**src/design/cmrc_pkg.sv**
```systemverilog
// Constants shared by the coax matrix relay control register bank
package cmrc_pkg;

   // Address map inside the module's A24 window (byte offsets)
   localparam logic [23:0] CMRC_REG_OFFSET     = 24'h008000;
   localparam logic [23:0] CMRC_HIGH_HALF_OFFS = 24'h008002;

   // Relay control register reset value: all relays released
   localparam logic [31:0] CMRC_REG_RESET      = 32'h00000000;

   // Channel field layout
   localparam int          CMRC_CHANNELS       = 16;
   localparam int          CMRC_FIELD_W        = 2;
   localparam int          CMRC_HALF_W         = 16;
   localparam int          CMRC_HALF_LSB       = 16;

   // Path codes of one channel field
   localparam logic [1:0]  CMRC_PATH_ONE       = 2'h0;
   localparam logic [1:0]  CMRC_PATH_TWO       = 2'h1;
   localparam logic [1:0]  CMRC_PATH_THREE     = 2'h2;
   localparam logic [1:0]  CMRC_PATH_FOUR      = 2'h3;

   // Bit inside a field that steers each transfer relay
   localparam int          CMRC_SECOND_BIT     = 0;
   localparam int          CMRC_FIRST_BIT      = 1;

   // Read data returned for an unmapped offset
   localparam logic [31:0] CMRC_UNMAPPED_DATA  = 32'h00000000;

   // Cycles from an accepted request to its acknowledge
   localparam int          CMRC_ACK_LATENCY    = 1;

endpackage : cmrc_pkg

```
**src/design/cmrc_relay_bank.sv**
```systemverilog
// Relay control register bank of a sixteen-channel one-of-four coax switch
`timescale 1ns/1ps

module cmrc_relay_bank
   import cmrc_pkg::*;
(
   input  wire logic        clk_i,
   input  wire logic        reset_i,
   input  wire logic        dev_reset_i,
   input  wire logic [23:0] a24_base_i,
   input  wire logic [23:0] a24_addr_i,
   input  wire logic        acc_valid_i,
   input  wire logic        acc_write_i,
   input  wire logic        acc_wide_i,
   input  wire logic [31:0] acc_wdata_i,
   output logic             acc_ack_o,
   output logic             acc_err_o,
   output logic [31:0]      acc_rdata_o,
   output logic [15:0]      first_transfer_relay_o,
   output logic [15:0]      second_transfer_relay_o,
   output logic [31:0]      all_channel_word_o
);

   logic [31:0] ctrl_q;
   logic [31:0] ctrl_d;
   logic [31:0] rdata_q;
   logic [31:0] rdata_d;
   logic        ack_q;
   logic        err_q;

   // Offset of the access inside the module's window
   logic [23:0] offset;
   logic        hit_word;
   logic        hit_low_half;
   logic        hit_high_half;
   logic        hit_any;
   logic        wr_word;
   logic        wr_low;
   logic        wr_high;
   logic        rd_hit;
   logic [15:0] low_channel_half;
   logic [15:0] high_channel_half;
   logic [31:0] read_mux;

   // Address decode of the single relay control register
   assign offset        = a24_addr_i - a24_base_i;
   assign hit_word      = acc_wide_i && (offset == CMRC_REG_OFFSET);
   assign hit_low_half  = !acc_wide_i && (offset == CMRC_REG_OFFSET);
   assign hit_high_half = !acc_wide_i && (offset == CMRC_HIGH_HALF_OFFS);
   assign hit_any       = hit_word || hit_low_half || hit_high_half;

   // Write and read qualifiers
   assign wr_word = acc_valid_i && acc_write_i && hit_word;
   assign wr_low  = acc_valid_i && acc_write_i && hit_low_half;
   assign wr_high = acc_valid_i && acc_write_i && hit_high_half;
   assign rd_hit  = acc_valid_i && !acc_write_i && hit_any;

   // Halves of the control word, channel nine at bit 0 of the upper half
   assign low_channel_half  = ctrl_q[CMRC_HALF_W-1:0];
   assign high_channel_half = ctrl_q[CMRC_HALF_LSB +: CMRC_HALF_W];

   // Next control value; device reset holds the power-up state
   always_comb begin
      ctrl_d = ctrl_q;
      if (wr_word) begin
         ctrl_d = acc_wdata_i;
      end
      if (wr_low) begin
         ctrl_d[CMRC_HALF_W-1:0] = acc_wdata_i[CMRC_HALF_W-1:0];
      end
      if (wr_high) begin
         ctrl_d[CMRC_HALF_LSB +: CMRC_HALF_W] =
            acc_wdata_i[CMRC_HALF_W-1:0];
      end
      if (dev_reset_i) begin
         ctrl_d = CMRC_REG_RESET;
      end
   end

   // Read data selection; 16-bit reads land in the low lanes
   assign read_mux = hit_word      ? ctrl_q :
                     hit_low_half  ? {16'h0000, low_channel_half} :
                     hit_high_half ? {16'h0000, high_channel_half} :
                                     CMRC_UNMAPPED_DATA;

   // Read data holds until the next read
   always_comb begin
      rdata_d = rdata_q;
      if (acc_valid_i && !acc_write_i) begin
         rdata_d = read_mux;
      end
   end

   // Register state and access acknowledge
   always_ff @(posedge clk_i) begin
      if (reset_i) begin
         ctrl_q  <= CMRC_REG_RESET;
         rdata_q <= CMRC_UNMAPPED_DATA;
         ack_q   <= 1'b0;
         err_q   <= 1'b0;
      end else begin
         ctrl_q  <= ctrl_d;
         rdata_q <= rdata_d;
         ack_q   <= acc_valid_i;
         err_q   <= acc_valid_i && !hit_any;
      end
   end

   assign acc_ack_o          = ack_q;
   assign acc_err_o          = err_q;
   assign acc_rdata_o        = rdata_q;
   assign all_channel_word_o = ctrl_q;

   // Relay drive per channel, straight from the control flops
   genvar ch;
   generate
      for (ch = 0; ch < CMRC_CHANNELS; ch++) begin : g_chan
         // Upper bit of the field: first relay; lower bit: second relay
         assign first_transfer_relay_o[ch] =
            ctrl_q[CMRC_FIELD_W*ch + CMRC_FIRST_BIT];
         assign second_transfer_relay_o[ch] =
            ctrl_q[CMRC_FIELD_W*ch + CMRC_SECOND_BIT];

         // Field code and relay pair always agree
         chk_field_relays: assert property (
            @(posedge clk_i) disable iff (reset_i)
            {first_transfer_relay_o[ch], second_transfer_relay_o[ch]}
               == ctrl_q[CMRC_FIELD_W*ch +: CMRC_FIELD_W])
            else $error("relay pair differs from channel field");
      end
   endgenerate

   // Assertions guarding the register bank

   // Reset leaves every relay released one cycle later
   chk_reset_clears: assert property (
      @(posedge clk_i)
      reset_i |=> (ctrl_q == CMRC_REG_RESET) && !acc_ack_o
                  && (first_transfer_relay_o == 16'h0000)
                  && (second_transfer_relay_o == 16'h0000))
      else $error("reset did not clear relay control");

   // Path one code means neither relay is energized
   chk_path_one_idle: assert property (
      @(posedge clk_i) disable iff (reset_i)
      (ctrl_q[7:6] == CMRC_PATH_ONE)
         |-> !first_transfer_relay_o[3] && !second_transfer_relay_o[3])
      else $error("path one field energizes a relay");

   // Word write at 8000h reaches all relays at the next edge
   chk_word_write: assert property (
      @(posedge clk_i) disable iff (reset_i)
      (acc_valid_i && acc_write_i && acc_wide_i && !dev_reset_i
         && (a24_addr_i - a24_base_i == CMRC_REG_OFFSET))
      |=> (all_channel_word_o == $past(acc_wdata_i)))
      else $error("32-bit write not applied to relays");

   // Word read returns the whole register one cycle later
   chk_word_read: assert property (
      @(posedge clk_i) disable iff (reset_i)
      (acc_valid_i && !acc_write_i && acc_wide_i
         && (a24_addr_i - a24_base_i == CMRC_REG_OFFSET))
      |=> acc_ack_o && (acc_rdata_o == $past(ctrl_q)))
      else $error("32-bit read returned wrong word");

   // High half write lands channel nine at bits 17:16
   chk_high_half: assert property (
      @(posedge clk_i) disable iff (reset_i)
      (acc_valid_i && acc_write_i && !acc_wide_i && !dev_reset_i
         && (a24_addr_i - a24_base_i == CMRC_HIGH_HALF_OFFS))
      |=> (all_channel_word_o[31:16] == $past(acc_wdata_i[15:0]))
          && (all_channel_word_o[15:0] == $past(ctrl_q[15:0])))
      else $error("upper half write misplaced");

   // Low half write leaves channels nine to sixteen alone
   chk_low_half: assert property (
      @(posedge clk_i) disable iff (reset_i)
      (acc_valid_i && acc_write_i && !acc_wide_i && !dev_reset_i
         && (a24_addr_i - a24_base_i == CMRC_REG_OFFSET))
      |=> (all_channel_word_o[15:0] == $past(acc_wdata_i[15:0]))
          && (all_channel_word_o[31:16] == $past(ctrl_q[31:16])))
      else $error("lower half write misplaced");

   // Written value is read back unchanged by a word read in the very next cycle
   chk_readback: assert property (
      @(posedge clk_i) disable iff (reset_i)
      (acc_valid_i && acc_write_i && acc_wide_i && !dev_reset_i
         && (a24_addr_i - a24_base_i == CMRC_REG_OFFSET))
      ##1 (acc_valid_i && !acc_write_i && acc_wide_i && !dev_reset_i
         && (a24_addr_i - a24_base_i == CMRC_REG_OFFSET))
      |=> (acc_rdata_o == $past(acc_wdata_i, 2)))
      else $error("read back differs from last write");

   // Device reset keeps relays released for as long as it is held
   chk_dev_reset: assert property (
      @(posedge clk_i) disable iff (reset_i)
      dev_reset_i[*2] |-> (ctrl_q == CMRC_REG_RESET)
                          && (first_transfer_relay_o == 16'h0000)
                          && (second_transfer_relay_o == 16'h0000))
      else $error("relays energized under device reset");

   // Relays only move after a write, a device reset or a module reset
   chk_no_glitch: assert property (
      @(posedge clk_i) disable iff (reset_i)
      !$stable(ctrl_q)
      |-> $past(reset_i) || $past(dev_reset_i)
          || ($past(acc_valid_i) && $past(acc_write_i)))
      else $error("relay drive changed without a write");

   // Path four code energizes both relays of channel four
   chk_path_four: assert property (
      @(posedge clk_i) disable iff (reset_i)
      (ctrl_q[7:6] == CMRC_PATH_FOUR)
         |-> first_transfer_relay_o[3] && second_transfer_relay_o[3])
      else $error("path four field does not energize both relays");

   // Path two code drives only the second relay of channel four
   chk_path_two: assert property (
      @(posedge clk_i) disable iff (reset_i)
      (ctrl_q[7:6] == CMRC_PATH_TWO)
         |-> !first_transfer_relay_o[3] && second_transfer_relay_o[3])
      else $error("path two field drives wrong relay");

   // Path three code drives only the first relay of channel eleven
   chk_path_three: assert property (
      @(posedge clk_i) disable iff (reset_i)
      (ctrl_q[21:20] == CMRC_PATH_THREE)
         |-> first_transfer_relay_o[10] && !second_transfer_relay_o[10])
      else $error("path three field drives wrong relay");

   // Unmapped access is acknowledged with an error and no change
   chk_unmapped: assert property (
      @(posedge clk_i) disable iff (reset_i)
      (acc_valid_i && !dev_reset_i
         && (a24_addr_i - a24_base_i != CMRC_REG_OFFSET)
         && (a24_addr_i - a24_base_i != CMRC_HIGH_HALF_OFFS))
      |=> acc_ack_o && acc_err_o && $stable(ctrl_q))
      else $error("unmapped access not refused");

   // Every request is acknowledged exactly one cycle later
   chk_ack_timing: assert property (
      @(posedge clk_i) disable iff (reset_i)
      acc_valid_i |=> acc_ack_o)
      else $error("access acknowledge missing");

   // No acknowledge or error without a request the cycle before
   chk_ack_pulse: assert property (
      @(posedge clk_i) disable iff (reset_i)
      !acc_valid_i |=> !acc_ack_o && !acc_err_o)
      else $error("acknowledge without a request");

   // Mapped access of either width is acknowledged without error
   chk_mapped_ok: assert property (
      @(posedge clk_i) disable iff (reset_i)
      (acc_valid_i && ((offset == CMRC_REG_OFFSET)
         || (!acc_wide_i && (offset == CMRC_HIGH_HALF_OFFS))))
      |=> acc_ack_o && !acc_err_o)
      else $error("mapped access refused");

   // 16-bit read of the low half returns channels one to eight
   chk_low_read: assert property (
      @(posedge clk_i) disable iff (reset_i)
      (acc_valid_i && !acc_write_i && !acc_wide_i
         && (offset == CMRC_REG_OFFSET))
      |=> acc_ack_o
          && (acc_rdata_o == {16'h0000, $past(ctrl_q[15:0])}))
      else $error("16-bit low half read wrong");

   // 16-bit read of the high half returns channel nine at bit 0
   chk_high_read: assert property (
      @(posedge clk_i) disable iff (reset_i)
      (acc_valid_i && !acc_write_i && !acc_wide_i
         && (offset == CMRC_HIGH_HALF_OFFS))
      |=> acc_ack_o
          && (acc_rdata_o == {16'h0000, $past(ctrl_q[31:16])}))
      else $error("16-bit high half read wrong");

   // Read of an unmapped place returns the unmapped pattern
   chk_unmapped_read: assert property (
      @(posedge clk_i) disable iff (reset_i)
      (acc_valid_i && !acc_write_i && (offset != CMRC_REG_OFFSET)
         && !(!acc_wide_i && (offset == CMRC_HIGH_HALF_OFFS)))
      |=> acc_err_o && (acc_rdata_o == CMRC_UNMAPPED_DATA))
      else $error("unmapped read returned data");

   // Read data stands until the next read is taken
   chk_rdata_hold: assert property (
      @(posedge clk_i) disable iff (reset_i)
      !(acc_valid_i && !acc_write_i) |=> $stable(acc_rdata_o))
      else $error("read data changed without a read");

endmodule : cmrc_relay_bank
```
**config.mk**
```make
export PLATFORM = sky130hd
export DESIGN_NAME = cmrc_relay_bank
export DESIGN_NICKNAME = d
export VERILOG_FILES = /design/src/design/cmrc_pkg.sv /design/src/design/cmrc_relay_bank.sv
export SDC_FILE = /design/constraint.sdc
export NUM_CORES = 1
export LEC_CHECK = 0
export BUFFER_PORTS_ARGS = -buffer_cell sky130_fd_sc_hd__buf_2
export CAP_MARGIN = 30
export CORE_MARGIN = 10
export CORE_UTILIZATION = 54
export DETAILED_ROUTE_END_ITERATION = 10
export PLACE_DENSITY_LB_ADDON = 0.08
export SYNTH_ARGS = -nofsm -noshare
export SYNTH_HDL_FRONTEND = slang
export SYNTH_SLANG_ARGS = --single-unit
```
**constraint.sdc**
```tcl
create_clock -name clk_i -period 7.6 [get_ports clk_i]
set_input_delay 1.52 -clock clk_i [delete_from_list [all_inputs] [get_ports clk_i]]
set_output_delay 1.52 -clock clk_i [all_outputs]
set_load 0.01 [all_outputs]
```
==> metrics.csv, run 1 <==
metric,value,unit
status,finished clean,
top-area cell type share of the netlist area,0.276,
Post-Syn Area,4790,um2
CTS max path bufs,2,
vias in the first global route,4976,
syn nets,763,
Leak Pwr,0.00277,uW
critical path data arrival time,5420,ps
setup TNS,0,ps
fin nets,892,
clk root buf,clkbuf_8,
busiest metal layer after global routing,met2,
largest family of logic cells by synthesized area,compound AO/OA/AOI/OAI gates,
Synth area leader,dfxtp_1,
Synth Register Bits,66,
Final Hold Vio Count,0,
post-synthesis adder-cell area fraction,0.0643,
Syn Area/Cell,7.33,um2
Num Clock Sinks,66,
clock latency at the later pin of the worst-skew pair,340,ps
Post-synth top flop,dfxtp_1,
mux share of post-synthesis cell area,0.0355,
WP data required,7870,ps
biggest fanout along the worst timing path,19,
met2 usage,0.392,
MaxCap Viol Count,0,
Post-Place Cells,879,
async set or reset register ratio after synthesis,0,
via count,5098,
final WL,15.2,mm
initial antenna violation count,1,
top post-synthesis cells by area,"dfxtp_1, nand2_1, ha_1",
CP Capture Type,flip-flop,
routed length per instance,16.9,um
initial core utilization,0.552,
Tmin final,5140,ps
clock skew,13.2,ps
Yosys cell types,60,
# DRC,0,
Place WS,2170,ps
final setup vio count,0,
fmax,0.194,GHz
Layout Cells excl Fill,897,
post_cts resized,0,
RSZ-0062 raised after global routing,no,
Hold Path Class,flip-flop to flip-flop,
crit path launch type,input port,
Worst Max-Slew Pin Slew,1000,ps
io pins,184,
Post-Synth Simple-Gate Area,0.214,
Setup Crit Path Kind,input port to flip-flop,
clk slew on worst S/H paths,70,ps
number of synthesis warnings,0,
"commonest non-fill, non-tap cell in the layout",buf_2,
Compound-Gate Fraction of Synth Area,0.274,
largest net degree at the start of global routing,36,
Placed Area,5500,um2
fin. max-slew vios,0,
Die Area,13000,um2
buffers added on ports,183,
DR pass1 iterations,4,
core area,8680,um2
design area,5730,um2
Layout fillers,794,
number of flops mapped to enable cells by yosys,0,
cells after synthesis,653,
relative slew slack,0.328,
CTS tree,built,
CTS Buf Count,9,
share of cells above drive strength 1,0.282,
Die Width,114,um
most frequent cells in the layout,"buf_2, nand2_1, dfxtp_1, a21oi_1, inv_1",
Peak VDD IR,0.0789,mV
Global Route Usage Sum,0.222,
met1 usage,0.257,
HPWL after DPL,12.3,mm
met3 Usage GRT,0.0482,
fin worst setup slack,2460,ps
R2R Setup Slk,6630,ps
period utilization,0.677,
final antenna-violating net count,0,
global-route wire length before repair,24.4,mm
drt via density,5.68,
Starting DRT DRC Count,215,
P&R area growth vs syn,19.7,%
Die Y,114,um
# rows,34,
GRT Residual Overflow,0,
gpl congestion,0.889,
setup bufs post-CTS,0,
sequential fraction of the synthesis area,0.276,
post-synthesis xor/xnor area fraction,0.0128,
pwr dens,160,nW/um2
cts hold-fix bufs,0,
htree depth,3,
-- flip-flops by register name, summed over array words and instances, names as in the netlist --
| register | count |
|---|---|
| acc_err_o | 1 |
| acc_ack_o | 1 |
| all_channel_word_o | 32 |
| acc_rdata_o | 32 |
-- cells in the mapped netlist (4+ instances only) --
| cell type | count |
|---|---|
| nand2_1 | 104 |
| inv_1 | 45 |
| and3_1 | 7 |
| xor2_1 | 6 |
| a21o_1 | 13 |
| o211ai_1 | 6 |
| a211oi_1 | 4 |
| clkbuf_1 | 28 |
| mux2i_1 | 17 |
| dfxtp_1 | 66 |
| nor3_1 | 25 |
| ha_1 | 23 |
| nand3_1 | 6 |
| o21a_1 | 23 |
| nand4_1 | 9 |
| a21oi_1 | 52 |
| nor2_1 | 40 |
| o31ai_1 | 16 |
| o21ai_0 | 29 |
| o22ai_1 | 16 |
| a31oi_1 | 19 |
| buf_2 | 5 |
| buf_4 | 34 |
-- path summary, 6_finish.rpt --
path | endpoint | from | cells past startpoint
max | all_channel_word_o[17] | a24_base_i[0] | 12
min | acc_rdata_o[12] | acc_rdata_o[12] | 2
max reg2reg | acc_rdata_o[2] | all_channel_word_o[18] | 4
min reg2reg | acc_rdata_o[12] | acc_rdata_o[12] | 2
-- worst max-delay path, stage by stage --
cell,delay [ps]
buf_2,100
ha_1,220
fa_1,410
nand2b_1,190
a21oi_1,180
o21ai_1,180
and3_1,270
nor4b_1,320
nand4_1,210
nor4_4,930
and3_1,690
o21a_1,180
-- logic make-up (layout without fill, tap and decap cells) --
family	count (synthesis)	in the layout
adders and majority gates	24	24
buffers and inverters	117	251
muxes	17	17
AOI/OAI and AO/OA	204	204
other	0	2
DFF	66	66
xor gates and xnor gates	7	7
and+or+nand+nor	218	218
-- layer usage --
metal / vias up / part of all wire / routed length (um)
met5: - / 0 / 0
met4: 0 / 0.016 / 240
met3: 14 / 0.069 / 1050
met2: 175 / 0.51 / 7780
met1: 2359 / 0.40 / 6090
li1: 2550 / - / -
-- report_power, final --
group / switching [uW] / leakage [uW] / total, uW / internal (uW)
Sequential: 0.360 / 0.000532 / 347 / 346
Clock: 136 / 0.000112 / 330 / 194
Combinational: 151 / 0.00213 / 241 / 89.7
-- metrics by stage --
stage               hold WS, ps  utilization  power, uW
finish                      454        0.660        918
global placement            429        0.630        588
CTS                         455        0.660        920
global route                480        0.660        962
floorplan                   482            -        523
detailed placement          439        0.634        592
-- cell type report --
cell class              instances  area, um2  area share
multi-input cells             470       2890       0.504
repair buffers                190        983       0.172
inverters                      45        169      0.0295
diodes                          2       5.00    0.000873
flip-flops and latches         66       1320       0.231
well taps                     108        135      0.0236
clock inverters                 6       90.1      0.0157
clock buffers                  10        138      0.0240
Power figures use the tool's default switching activity.
==> run 2: changes to the inputs <==
--- a/config.mk
+++ b/config.mk
@@ -8,7 +8,7 @@
 export BUFFER_PORTS_ARGS = -buffer_cell sky130_fd_sc_hd__buf_2
 export CAP_MARGIN = 30
 export CORE_MARGIN = 10
-export CORE_UTILIZATION = 54
+export CORE_UTILIZATION = 45
 export DETAILED_ROUTE_END_ITERATION = 10
 export PLACE_DENSITY_LB_ADDON = 0.08
 export SYNTH_ARGS = -nofsm -noshare
==> constraint.sdc (replaced) <==
create_clock -name clk_i -period 4.5 [get_ports clk_i]
set_input_delay 0.9 -clock clk_i [delete_from_list [all_inputs] [get_ports clk_i]]
set_output_delay 0.9 -clock clk_i [all_outputs]
set_load 0.01 [all_outputs]
==> run 2 against run 1 <==
Compared with the run above:
- sequential power rose by 69%
- cell count rose by 3.3%
- global-route usage fell by 2.8 points
- worst setup slack got worse by 1900 ps
- via count rose by 0.43%
- sequential cell count did not move
- power rose by 57%
- non-clock buffer count rose by 5
- die area rose by 16%
- combinational power rose by 73%
- routed wire length rose by 2.2%
- register-to-register slack got worse by 3100 ps
==> metrics.csv, run 2 (synthesis results as in run 1) <==
metric,value,unit,change
status,finished clean,,
most frequent cells in the layout,"buf_2, nand2_1, dfxtp_1, a21oi_1, inv_1",,
ant diodes,0,,-2
critical path data arrival time,4230,ps,-1190 ps
gpl congestion,0.871,,-2.0%
pwr dens,250,nW/um2,+56%
Starting DRT DRC Count,306,,+42%
Die Y,123,um,+7.9%
Peak VDD IR,0.188,mV,+140%
clock latency at the later pin of the worst-skew pair,340,ps,about the same
post_cts resized,0,,unchanged
GRT Residual Overflow,0,,unchanged
htree depth,3,,unchanged
hold path depth,2,,unchanged
final antenna-violating net count,0,,unchanged
Tmin final,3950,ps,
CTS max path bufs,2,,unchanged
Layout fillers,1032,,+30%
drt via density,5.52,,-2.8%
WP data required,4780,ps,-3090 ps
Place WS,197,ps,-1970 ps
# DRC,0,,unchanged
Reg2Reg Depth,4,,unchanged
cts hold-fix bufs,0,,unchanged
clk slew on worst S/H paths,70,ps,about the same
period utilization,0.877,,
relative slew slack,0.541,,+0.213
global-route wire length before repair,24.3,mm,-0.25%
final setup vio count,0,,unchanged
max layer used,met4,,
met1 WL,6.36,mm,+4.4%
biggest fanout along the worst timing path,16,,-3
CTS tree,built,,
via count,5120,,+0.43%
largest net degree at the start of global routing,33,,-8.3%
core area,10300,um2,+19%
# rows,37,,+8.8%
CP Capture Type,flip-flop,,
clk root buf,clkbuf_8,,
Global Route Usage Sum,0.194,,-0.0280
fin. max-slew vios,0,,unchanged
Die Width,123,um,+7.9%
Die Area,15200,um2,+16%
initial antenna violation count,0,,-1
CTS Buf Count,9,,unchanged
share of cells above drive strength 1,0.284,,+0.00237
RSZ-0062 raised after global routing,no,,
io pins,184,,unchanged
met2 routed WL,7.85,mm,+0.90%
MaxCap Viol Count,0,,unchanged
initial core utilization,0.464,,-0.0879
"commonest non-fill, non-tap cell in the layout",buf_2,,
fmax,0.253,GHz,
final WL,15.5,mm,+2.2%
Hold Path Class,flip-flop to flip-flop,,
HPWL after DPL,12.7,mm,+2.5%
buffers added on ports,183,,unchanged
Final Hold Vio Count,0,,unchanged
setup bufs post-CTS,0,,unchanged
fin nets,897,,+0.56%
fin worst setup slack,552,ps,-1910 ps
Num Clock Sinks,66,,unchanged
Worst Max-Slew Pin Slew,672,ps,-329 ps
clock skew,7.44,ps,-5.81 ps
Leak Pwr,0.00277,uW,-0.16%
Setup Crit Path Kind,input port to flip-flop,,
DR pass1 iterations,5,,+1
routed length per instance,16.7,um,-1.1%
setup TNS,0,ps,unchanged
vias in the first global route,5051,,+1.5%
crit path launch type,input port,,
routed wl met3,1.06,mm,+0.86%
P&R area growth vs syn,20.0,%,
[run 2: through the flow]
stage / utilization / hold slack [ps] / cell area [um2] / cells / power, uW
4_1_cts: 0.556 / 450 / 5740 / 927 / 1450
5_1_grt: 0.556 / 473 / 5740 / 927 / 1510
3_5_place_dp: 0.540 / 434 / 5570 / 912 / 1010
6_report: 0.556 / 445 / 5740 / 927 / 1440
2_1_floorplan: - / 482 / 4790 / 653 / 883
3_3_place_gp: 0.538 / 430 / 5560 / 911 / 1010
[run 2: worst max-delay path, cell delays in order]
cell	delay, ps
buf_2	100
inv_1	40
ha_1	280
nor2b_1	130
o2111ai_1	220
a211o_1	400
a2111oi_0	630
nor3_1	150
nor4_2	340
buf_4	260
and3_1	580
o21a_1	180
[run 2: layout make-up]
cell class                 instances  area (um2)  area share
multi-input combinational        470        2900       0.505
clock buffer                      13         159      0.0277
clock inverter                     2        12.5     0.00218
tap                              136         170      0.0296
sequential                        66        1320       0.230
inverter                          45         169      0.0294
timing repair buffer             195        1010       0.176
[run 2: path summary, 6_finish.rpt]
kind,slack (ps),end,startpoint
max,550,all_channel_word_o[27],a24_base_i[1]
min,450,acc_rdata_o[22],acc_rdata_o[22]
max reg2reg,3540,acc_rdata_o[5],all_channel_word_o[21]
min reg2reg,450,acc_rdata_o[22],acc_rdata_o[22]
[run 2: layer usage]
layer	global-route usage	vias up
met5	0	-
met3	0.0424	20
met4	0.0597	0
met1	0.227	2365
li1	-	2555
met2	0.344	180
[run 2: power breakdown]
group	total (uW)	internal, uW	leakage, uW	switching [uW]
logic	417	158	0.00215	259
clock network	435	226	0.0000855	209
registers	586	585	0.000532	0.569
total	1440	969	0.00277	469
